===== src/hdl/ccfl_pkg.sv =====
// Constants and types for the charge count flag logic
package ccfl_pkg;
  localparam int CCFL_CLK_MHZ      = 100;
  localparam int CCFL_CNT_SPAN     = 1024;
  localparam int CCFL_CNT_W        = 10;
  localparam int CCFL_INTERVAL_US  = 600;
  localparam int CCFL_RELEASE_US   = 20;
  localparam int CCFL_SELF_LOW_US  = 1;
  localparam int CCFL_INIT_US      = 5000;
  localparam int CCFL_SETTLE_US    = 80000;
  localparam int CCFL_RELEASE_CYC  = CCFL_RELEASE_US * CCFL_CLK_MHZ;
  localparam int CCFL_SELF_LOW_CYC = CCFL_SELF_LOW_US * CCFL_CLK_MHZ;
  localparam int CCFL_INIT_CYC     = CCFL_INIT_US * CCFL_CLK_MHZ;
  localparam int CCFL_SETTLE_CYC   = CCFL_SETTLE_US * CCFL_CLK_MHZ;
  localparam int CCFL_INTERVAL_CYC = CCFL_INTERVAL_US * CCFL_CLK_MHZ;
  typedef enum logic [1:0] {CCFL_OFF, CCFL_INIT, CCFL_RUN} ccfl_state_t;
endpackage : ccfl_pkg


===== src/hdl/ccfl_step_if.sv =====
// Counter step events passed from the ramp decoder to the flag logic
`timescale 1ns/1ns
interface ccfl_step_if;
  logic step;
  logic up;
  modport src (output step, output up);
  modport dst (input step, input up);
endinterface : ccfl_step_if


===== src/hdl/ccfl_flag_logic.sv =====
// Charge counter, unit flag latch, release filter and init sequencing
`timescale 1ns/1ns
module ccfl_flag_logic
  import ccfl_pkg::*;
#(
  parameter int CNT_W       = CCFL_CNT_W,
  parameter int INIT_CYC    = CCFL_INIT_CYC,
  parameter int SETTLE_CYC  = CCFL_SETTLE_CYC,
  parameter int RELEASE_CYC = CCFL_RELEASE_CYC,
  parameter int SELF_CYC    = CCFL_SELF_LOW_CYC
)(
  input  wire logic sys_clk,
  input  wire logic nrst,
  input  wire logic power_down_n,
  input  wire logic supply_ok,
  input  wire logic ramp_reverse_switch_a,
  input  wire logic ramp_reverse_switch_b,
  input  wire logic ramp_rising,
  input  wire logic flag_release_n,
  output logic      charge_unit_flag_n_o,
  output logic      charge_unit_flag_n_oe,
  output logic      charge_direction_o,
  output logic      charge_direction_oe,
  output logic      low_power,
  output logic      counts_settled
);
  localparam int TW = $clog2(SETTLE_CYC + 1);

  initial begin
    if (CNT_W < 2 || INIT_CYC < 1 || SETTLE_CYC < 1 ||
        RELEASE_CYC < SELF_CYC || SELF_CYC < 1 ||
        INIT_CYC > SETTLE_CYC || RELEASE_CYC > SETTLE_CYC)
      $error("ccfl_flag_logic: unsupported parameters");
  end

  ccfl_step_if stp ();

  logic [2:0]      ctl_meta_reg;
  logic [2:0]      ctl_sync_reg;
  logic            hold_rst;
  logic            run;
  ccfl_state_t     state_reg;
  logic [TW-1:0]   timer_reg;
  logic [CNT_W-1:0] count_reg;
  logic [CNT_W-1:0] count_next;
  logic            wrap;
  logic            flag_reg;
  logic            dir_reg;
  logic            live_pol_reg;
  logic [TW-1:0]   rel_cnt_reg;
  logic [TW-1:0]   self_cnt_reg;
  logic            release_hit;

  function automatic logic [CNT_W-1:0] step_count(
    input logic [CNT_W-1:0] c, input logic up);
    step_count = up ? c + 1'b1 : c - 1'b1;
  endfunction : step_count

  function automatic logic is_wrap(
    input logic [CNT_W-1:0] c, input logic up);
    is_wrap = up ? (&c) : (c == '0);
  endfunction : is_wrap

  // Pins arrive asynchronously, so all pass two flip-flops; they reset to
  // the idle high level so no false power-down follows a reset
  always_ff @(posedge sys_clk or negedge nrst) begin
    if (!nrst) begin
      ctl_meta_reg <= '1;
      ctl_sync_reg <= '1;
    end else begin
      ctl_meta_reg <= {power_down_n, supply_ok, flag_release_n};
      ctl_sync_reg <= ctl_meta_reg;
    end
  end

  // Power-down or undervoltage acts like a full reset of the state
  assign hold_rst = ~ctl_sync_reg[2] | ~ctl_sync_reg[1];
  assign run      = (state_reg == CCFL_RUN) && !hold_rst;

  ccfl_ramp_decode u_decode (
    .sys_clk               (sys_clk),
    .nrst                  (nrst),
    .run                   (run),
    .ramp_reverse_switch_a (ramp_reverse_switch_a),
    .ramp_reverse_switch_b (ramp_reverse_switch_b),
    .ramp_rising           (ramp_rising),
    .stp                   (stp.src)
  );

  // Init interval sequencing
  always_ff @(posedge sys_clk or negedge nrst) begin
    if (!nrst) begin
      state_reg <= CCFL_INIT;
      timer_reg <= '0;
    end else if (hold_rst) begin
      state_reg <= CCFL_OFF;
      timer_reg <= '0;
    end else begin
      case (state_reg)
        CCFL_OFF: begin
          state_reg <= CCFL_INIT;
          timer_reg <= '0;
        end
        CCFL_INIT: begin
          if (timer_reg == TW'(INIT_CYC - 1)) begin
            state_reg <= CCFL_RUN;
            timer_reg <= '0;
          end else begin
            timer_reg <= timer_reg + 1'b1;
          end
        end
        CCFL_RUN: begin
          if (timer_reg != TW'(SETTLE_CYC))
            timer_reg <= timer_reg + 1'b1;
        end
        default: begin
          state_reg <= CCFL_OFF;
          timer_reg <= '0;
        end
      endcase
    end
  end

  assign count_next = step_count(count_reg, stp.up);
  assign wrap       = stp.step && is_wrap(count_reg, stp.up);

  // Counter ignores the flag and the release input entirely
  always_ff @(posedge sys_clk or negedge nrst) begin
    if (!nrst)
      count_reg <= '0;
    else if (hold_rst || !run)
      count_reg <= '0;
    else if (stp.step)
      count_reg <= count_next;
  end

  always_ff @(posedge sys_clk or negedge nrst) begin
    if (!nrst)
      live_pol_reg <= 1'b0;
    else if (hold_rst)
      live_pol_reg <= 1'b0;
    else if (stp.step)
      live_pol_reg <= stp.up;
  end

  // Release low-width filter; tied-back flag needs the shorter self width
  always_ff @(posedge sys_clk or negedge nrst) begin
    if (!nrst) begin
      rel_cnt_reg  <= '0;
      self_cnt_reg <= '0;
    end else begin
      if (ctl_sync_reg[0] || hold_rst)
        rel_cnt_reg <= '0;
      else if (rel_cnt_reg != TW'(RELEASE_CYC))
        rel_cnt_reg <= rel_cnt_reg + 1'b1;
      if (!flag_reg)
        self_cnt_reg <= '0;
      else if (self_cnt_reg != TW'(SELF_CYC))
        self_cnt_reg <= self_cnt_reg + 1'b1;
    end
  end

  // Tied pin: release low for the self width after the flag has been low that
  // long; a controller must honour the longer release width
  assign release_hit = (rel_cnt_reg == TW'(RELEASE_CYC)) ||
                       (rel_cnt_reg >= TW'(SELF_CYC) &&
                        self_cnt_reg == TW'(SELF_CYC));

  // A wrap in the release cycle holds off the release, but that wrap is not latched
  always_ff @(posedge sys_clk or negedge nrst) begin
    if (!nrst) begin
      flag_reg <= 1'b0;
      dir_reg  <= 1'b0;
    end else if (hold_rst) begin
      flag_reg <= 1'b0;
      dir_reg  <= 1'b0;
    end else if (wrap && !flag_reg) begin
      flag_reg <= 1'b1;
      dir_reg  <= stp.up;
    end else if (flag_reg && release_hit && !wrap) begin
      flag_reg <= 1'b0;
    end
    // A wrap while latched is dropped
  end

  // Open-drain pins: output value is always low, enable pulls
  always_ff @(posedge sys_clk or negedge nrst) begin
    if (!nrst) begin
      charge_unit_flag_n_o  <= 1'b0;
      charge_unit_flag_n_oe <= 1'b0;
      charge_direction_o    <= 1'b0;
      charge_direction_oe   <= 1'b0;
      low_power             <= 1'b0;
      counts_settled        <= 1'b0;
    end else begin
      charge_unit_flag_n_o  <= 1'b0;
      charge_direction_o    <= 1'b0;
      charge_unit_flag_n_oe <= !hold_rst && flag_reg;
      charge_direction_oe   <= !hold_rst &&
                               (flag_reg ? !dir_reg : !live_pol_reg);
      low_power             <= !ctl_sync_reg[2];
      counts_settled        <= run && (timer_reg == TW'(SETTLE_CYC));
    end
  end
endmodule : ccfl_flag_logic


===== src/hdl/ccfl_ramp_decode.sv =====
// Ramp reversal detector and polarity decoder
`timescale 1ns/1ns
module ccfl_ramp_decode
  import ccfl_pkg::*;
(
  input  wire logic   sys_clk,
  input  wire logic   nrst,
  input  wire logic   run,
  input  wire logic   ramp_reverse_switch_a,
  input  wire logic   ramp_reverse_switch_b,
  input  wire logic   ramp_rising,
  ccfl_step_if.src    stp
);
  logic [2:0] meta_reg;
  logic [2:0] sync_reg;
  logic       dir_last_reg;
  logic       polarity;

  always_ff @(posedge sys_clk or negedge nrst) begin
    if (!nrst) begin
      meta_reg <= 3'h0;
      sync_reg <= 3'h0;
    end else begin
      meta_reg <= {ramp_reverse_switch_a, ramp_reverse_switch_b, ramp_rising};
      sync_reg <= meta_reg;
    end
  end

  // Charging when switch a is closed and the ramp falls, or b closed and rising
  assign polarity = (sync_reg[2] & ~sync_reg[0]) |
                    (sync_reg[1] & sync_reg[0]);

  always_ff @(posedge sys_clk or negedge nrst) begin
    if (!nrst) begin
      dir_last_reg <= 1'b0;
      stp.step     <= 1'b0;
      stp.up       <= 1'b0;
    end else begin
      dir_last_reg <= sync_reg[0];
      stp.step     <= run && (dir_last_reg != sync_reg[0]);
      stp.up       <= polarity;
    end
  end
endmodule : ccfl_ramp_decode


===== config.mk =====
export PLATFORM = sky130hd
export DESIGN_NAME = ccfl_flag_logic
export DESIGN_NICKNAME = d
export VERILOG_FILES = /design/src/hdl/ccfl_pkg.sv /design/src/hdl/ccfl_step_if.sv /design/src/hdl/ccfl_flag_logic.sv /design/src/hdl/ccfl_ramp_decode.sv
export SDC_FILE = /design/constraint.sdc
export NUM_CORES = 1
export LEC_CHECK = 0
export BUFFER_PORTS_ARGS = -buffer_cell sky130_fd_sc_hd__buf_2
export CAP_MARGIN = 20
export CORE_MARGIN = 8
export CORE_UTILIZATION = 57
export CTS_CLUSTER_DIAMETER = 50
export CTS_CLUSTER_SIZE = 12
export DETAILED_ROUTE_END_ITERATION = 7
export PLACE_DENSITY = 0.82
export SETUP_SLACK_MARGIN = 0.02
export SLEW_MARGIN = 15
export SYNTH_ARGS = -nofsm -noshare
export SYNTH_HDL_FRONTEND = slang
export SYNTH_SLANG_ARGS = --single-unit

===== constraint.sdc =====
create_clock -name sys_clk -period 2.4 [get_ports sys_clk]
set_input_delay 0.24 -clock sys_clk [delete_from_list [all_inputs] [get_ports sys_clk]]
set_output_delay 0.24 -clock sys_clk [all_outputs]
set_load 0.02 [all_outputs]

# Yosys cells after proc, flatten, opt, wreduce, memory -nomap -nowiden
# Cells that the tools add are included.
dict set report word_totals {
  regBits 103
  in_bits 8
  out_inout_bits 6
}
dict set report classes {
  add_sub_neg 5
  n_lt_le_gt_ge 1
  eq_ne 14
  mux 23
  n_bitwise 7
  reduce_logical 29
}
# cell count
set op_table {}
lappend op_table {{$mux 23} 7}
lappend op_table {{$add 23x1->23 const B} 3}
lappend op_table {{$pmux 23 s2} 1}
lappend op_table {{$mux 10} 3}
lappend op_table {{$eq 23x11->1 const B} 1}
lappend op_table {{$eq 23x19->1 const B} 1}
lappend op_table {{$eq 23x23->1 const B} 1}
lappend op_table {{$eq 23x7->1 const B} 1}
lappend op_table {{$ge 23x7->1 const B} 1}
lappend op_table {{$ne 23x11->1 const B} 1}
lappend op_table {{$ne 23x23->1 const B} 1}
lappend op_table {{$ne 23x7->1 const B} 1}
lappend op_table {{$add 10x1->10 const B} 1}
lappend op_table {{$logic_and 1x1->1} 10}
lappend op_table {{$logic_not 10->1} 1}
lappend op_table {{$reduce_and 10->1} 1}
lappend op_table {{$sub 10x1->10 const B} 1}
lappend op_table {{$mux 1} 9}
lappend op_table {{$reduce_bool 2->1} 4}
lappend op_table {{$logic_not 1->1} 7}
lappend op_table {{$pmux 2 s3} 1}
lappend op_table {{$mux 2} 2}
lappend op_table {{$logic_or 1x1->1} 3}
lappend op_table {{$ne 3x2->1 const B} 1}
lappend op_table {{12 further kinds} 16}

# Logic depth before layout (Yosys ltp)
dict set report depth {
  word_depth 8
  mapped_depth 9
  ltp_nobuf 7
}

# By module
# A second synthesis with hierarchy kept.
dict set report hier_totals {
  hier_cells 542
  area_unflattened_um2 5436.5
}
# module n_inst cells_per_inst area_each_um2 seq_area_each_um2
set modules_own_cells {}
lappend modules_own_cells {ccfl_flag_logic 1 530 5185.0 2361.0}
lappend modules_own_cells {ccfl_ramp_decode 1 12 251.5 225.2}

# Worst setup path after synthesis
# OpenSTA, ideal clock, no wires.
dict set report synth_timing {
  kind {reg-to-reg}
  startpoint {register u_decode.stp.up}
  endpoint {register count_reg[7]}
  setup_ns 0.131
  t_arrival_ns 1.995
  required_ns 2.269
  path_slack_ns 0.274
  path_stages_with_launch 7
  path_buffers 0
  cell_sequence {dfrtp_1 > inv_1 > ha_1 > a211o_1 > a211oi_1 > mux2i_1 > or3_1}
}
dict set report synth_between {
  elab_chain_cells 3
}
# element line_no
set synth_lines {}
lappend synth_lines {{start: declaration} ccfl_step_if.sv:6} ;# modport src (output step, output up);
lappend synth_lines {{start signal: assignment} ccfl_ramp_decode.sv:41} ;# stp.up <= polarity;
lappend synth_lines {{$mux 10} ccfl_flag_logic.sv:56} ;# step_count = up ? c + 1'b1 : c - 1'b1;
lappend synth_lines {{$mux 10} ccfl_flag_logic.sv:133} ;# else if (stp.step)
lappend synth_lines {{$mux 10} ccfl_flag_logic.sv:131} ;# else if (hold_rst || !run)
lappend synth_lines {{end signal: assignment} ccfl_flag_logic.sv:134} ;# count_reg <= count_next;
lappend synth_lines {{end: declaration} ccfl_flag_logic.sv:44} ;# logic [CNT_W-1:0] count_reg;
# Every way passes these cells. The select of a mux whose other input is x is not followed.
# A chain may end at the register's enable or synchronous reset.

# Worst setup path in the final report
# Ends and elaborated chain as after synthesis.

==> results.json <==
{
  "clk_latency_ps": 370,
  "vias_per_cell": 5.90,
  "final_cell_count_no_fill": 694,
  "clk_pin_slew_ps": 100,
  "grt_pass1_vias": 4043,
  "gr-usage-met1": 0.217,
  "initial_core_util": 0.583,
  "drtPass1Iterations": 5,
  "layout_setup_ws_ps": 256,
  "dp_cells": 671,
  "htreeDepth": 3,
  "vias": 4098,
  "syn_inst": 552,
  "multi_input_area_mm2": 0.00264,
  "die-area_mm2": 0.0128,
  "rows": 35,
  "cts-root-buf": "clkbuf_8",
  "cp.arrival_ps": 2390,
  "cts_sinks": 103,
  "end_kind": "flip-flop",
  "finalCriticalPeriod_ps": 2140,
  "synth-main-ff-cell": "dfrtp_1",
  "synthAdderAreaFrac": 0.0458,
  "grt_pass1_wl_mm": 18.4,
  "synth_compound_area_frac": 0.0651,
  "met2_usage": 0.287,
  "routed_wl_mm": 10.4,
  "syn_area_mm2": 0.00536,
  "yosysUniqueCellTypes": 52,
  "max_slew_margin": 0.433,
  "synth_area_per_cell_um2": 9.71,
  "synth-seq-area-share": 0.482,
  "crit_fanout": 9,
  "yosys_warnings": 0,
  "async_reset_ff_frac": 1.00,
  "numCtsBuffers": 9,
  "pre_cts_slack_ps": 286,
  "worst_pin_slew_ps": 850,
  "synth_top_family_by_area": "simple AND/OR/NAND/NOR gates",
  "fill_cells": 706,
  "rsz0062_at_grt": "false",
  "drv_slew": 0,
  "drc_errors": 0,
  "crit_path_cell_trace": "inv_1 > ha_1 > a21oi_1 > o21bai_1 > a211oi_1 > mux2i_1 > or3_1",
  "drive_gt1_frac": 0.0909,
  "grt_usage": 0.174,
  "die_h_um": 113,
  "muxShareOfSynthArea": 0.0152,
  "use_met3": 0.0341,
  "critPathMaxStageDelay_ps": 380,
  "grt_max_degree": 76,
  "final_nets": 605,
  "gp_congestion": 0.875,
  "crit_path_start": "u_decode.stp.up",
  "clockBufferDepth": 2,
  "status": "finished, final reports clean",
  "first_iter_violations": 199,
  "numPortBuffers": 11,
  "synthSimpleGateAreaFrac": 0.260,
  "period_share": 0.893,
  "finalClockSkew_ps": 14.7,
  "floorplan.die.width_um": 113,
  "dp_hpwl_mm": 7.19,
  "reg2reg_slack_ps": 260,
  "syn2layout_area_growth_pct": 9.27,
  "final-setup-viol-count": 0,
  "synth_xor_area_frac": 0.105,
  "r2r_start": "u_decode.stp.up",
  "synth_edf_count": 0,
  "grt_overflow_total": 0,
  "cts_tree": "built",
  "maxCapViolations": 0,
  "cts_setup_buffers": 0,
  "antenna_cells": 0,
  "peakVddDrop_uv": 350,
  "p_per_area_mw_per_mm2": 525,
  "slowest_stage": "dfrtp_1",
  "post_drt_wl_per_cell_um": 15.0,
  "core_mm2": 0.00920,
  "p_leak_uw": 0.00238,
  "crit_type": "reg -> reg",
  "grt_busiest_layer": "met2",
  "antenna_found_initial": 0,
  "fmax_mhz": 466,
  "io_pins": 14,
  "tns_ps": 0,
  "finalHoldViolCount": 0,
  "r2r_cells": 7,
  "power.total_uw": 3070,
  "ant_nets": 0,
  "hold_class": "in -> async",
  "cp_data_required_time_ps": 2650,
  "rr_endpoint": "count_reg[7]",
  "endpoint": "count_reg[7]",
  "ff_latch_area_mm2": 0.00259,
  "ys_ff_latch": 103,
  "start_kind": "flip-flop"
}
==> worst min path at each step <==
stage	from	cells past startpoint	slack, ps	endpoint
2_1_floorplan	nrst	0	-60	charge_direction_oe
3_3_place_gp	nrst	1	190	timer_reg[13]
3_5_place_dp	nrst	1	190	timer_reg[8]
4_1_cts	nrst	2	330	timer_reg[8]
5_1_grt	ctl_meta_reg[1]	0	350	ctl_sync_reg[1]
6_report	nrst	2	330	timer_reg[13]
==> cell usage in the layout, fill, tap and decap left out, types with 2 or more instances in the layout <==
master / count
nor3b_1: 4
xor2_1: 42
nand3_1: 43
buf_2: 10
or3_1: 7
dlygate4sd3_1: 7
nand2_1: 37
a211o_1: 2
and4_1: 4
ha_1: 18
o21ai_0: 16
nor2b_1: 4
nor2_1: 80
a211oi_1: 5
nor3_1: 13
o2111ai_1: 2
dfrtp_1: 96
nand3b_1: 4
and3_1: 14
inv_1: 22
dfstp_2: 7
nor3_2: 2
o21a_1: 6
buf_4: 7
conb_1: 2
or2_2: 3
o211ai_1: 2
mux2i_1: 7
inv_6: 3
a21oi_1: 15
nand2b_1: 4
nor4b_1: 2
nand4_1: 20
xnor2_1: 22
nor4_1: 18
and2_1: 4
clkbuf_8: 11
==> logic make-up (layout without fill, tap and decap cells) <==
| group | Yosys count | count (layout) |
|---|---|---|
| other cells | 1 | 2 |
| xor+xnor | 64 | 64 |
| simple gates | 269 | 269 |
| flops | 103 | 103 |
| fa+ha+maj | 19 | 19 |
| compound gates | 55 | 55 |
| mux | 8 | 8 |
| buf+inv | 33 | 63 |
==> critical path: cells and delay by family (launching register included) <==
family,cells,cell delay (ps)
flip-flops,1,380
multiplexers,1,110
buffers and inverters,1,250
adder cells (fa/ha/maj),1,290
AND/OR/NAND/NOR,1,360
AO/OA/AOI/OAI,3,650
==> through the flow <==
step	hold WS (ps)	utilization	instance area [µm²]
global route	352	0.637	5860
floorplan	-55.6	-	5360
CTS	330	0.637	5860
finish	330	0.637	5860
detailed placement	193	0.605	5570
global placement	187	0.605	5570
==> synthesized netlist by cell type (5+ instances only) <==
cell type / count / area share
xnor2_1: 22 / 0.036
and3_1: 14 / 0.016
dfrtp_1: 96 / 0.45
a21oi_1: 15 / 0.014
mux2i_1: 7 / 0.013
nand3_1: 43 / 0.040
o21ai_0: 16 / 0.015
or3_1: 7 / 0.0082
inv_1: 22 / 0.015
nand2_1: 37 / 0.026
nor2_1: 80 / 0.056
clkbuf_1: 6 / 0.0042
a211oi_1: 5 / 0.0070
o21a_1: 6 / 0.0084
dfstp_2: 7 / 0.034
nor3_1: 13 / 0.012
nor4_1: 18 / 0.021
xor2_1: 42 / 0.069
nand4_1: 20 / 0.023
ha_1: 18 / 0.042
==> layout make-up <==
| type | instances | share of cell area |
|---|---|---|
| Clock buffer | 11 | 0.0258 |
| Clock inverter | 5 | 0.0115 |
| Inverter | 22 | 0.0141 |
| Multi-Input combinational cell | 417 | 0.450 |
| Sequential cell | 103 | 0.442 |
| Tap cell | 111 | 0.0237 |
| Timing Repair Buffer | 25 | 0.0329 |
==> where the power goes <==
| part | internal (µW) | switching [µW] |
|---|---|---|
| clock | 558 | 613 |
| combinational | 46.9 | 90.3 |
| sequential | 1760 | 9.37 |
| total | 2360 | 713 |
==> what timing repair did <==
item                      CTS  global route
hold buffers                7             0
hold endpoints to repair   31             0
resized for setup           0             0
==> per-layer routing <==
layer	part of all wire	wire [µm]
met5	0	0
met3	0.039	405
met1	0.45	4670
met4	0.021	217
met2	0.49	5130
Note: power is estimated with default switching activity, not from simulation.
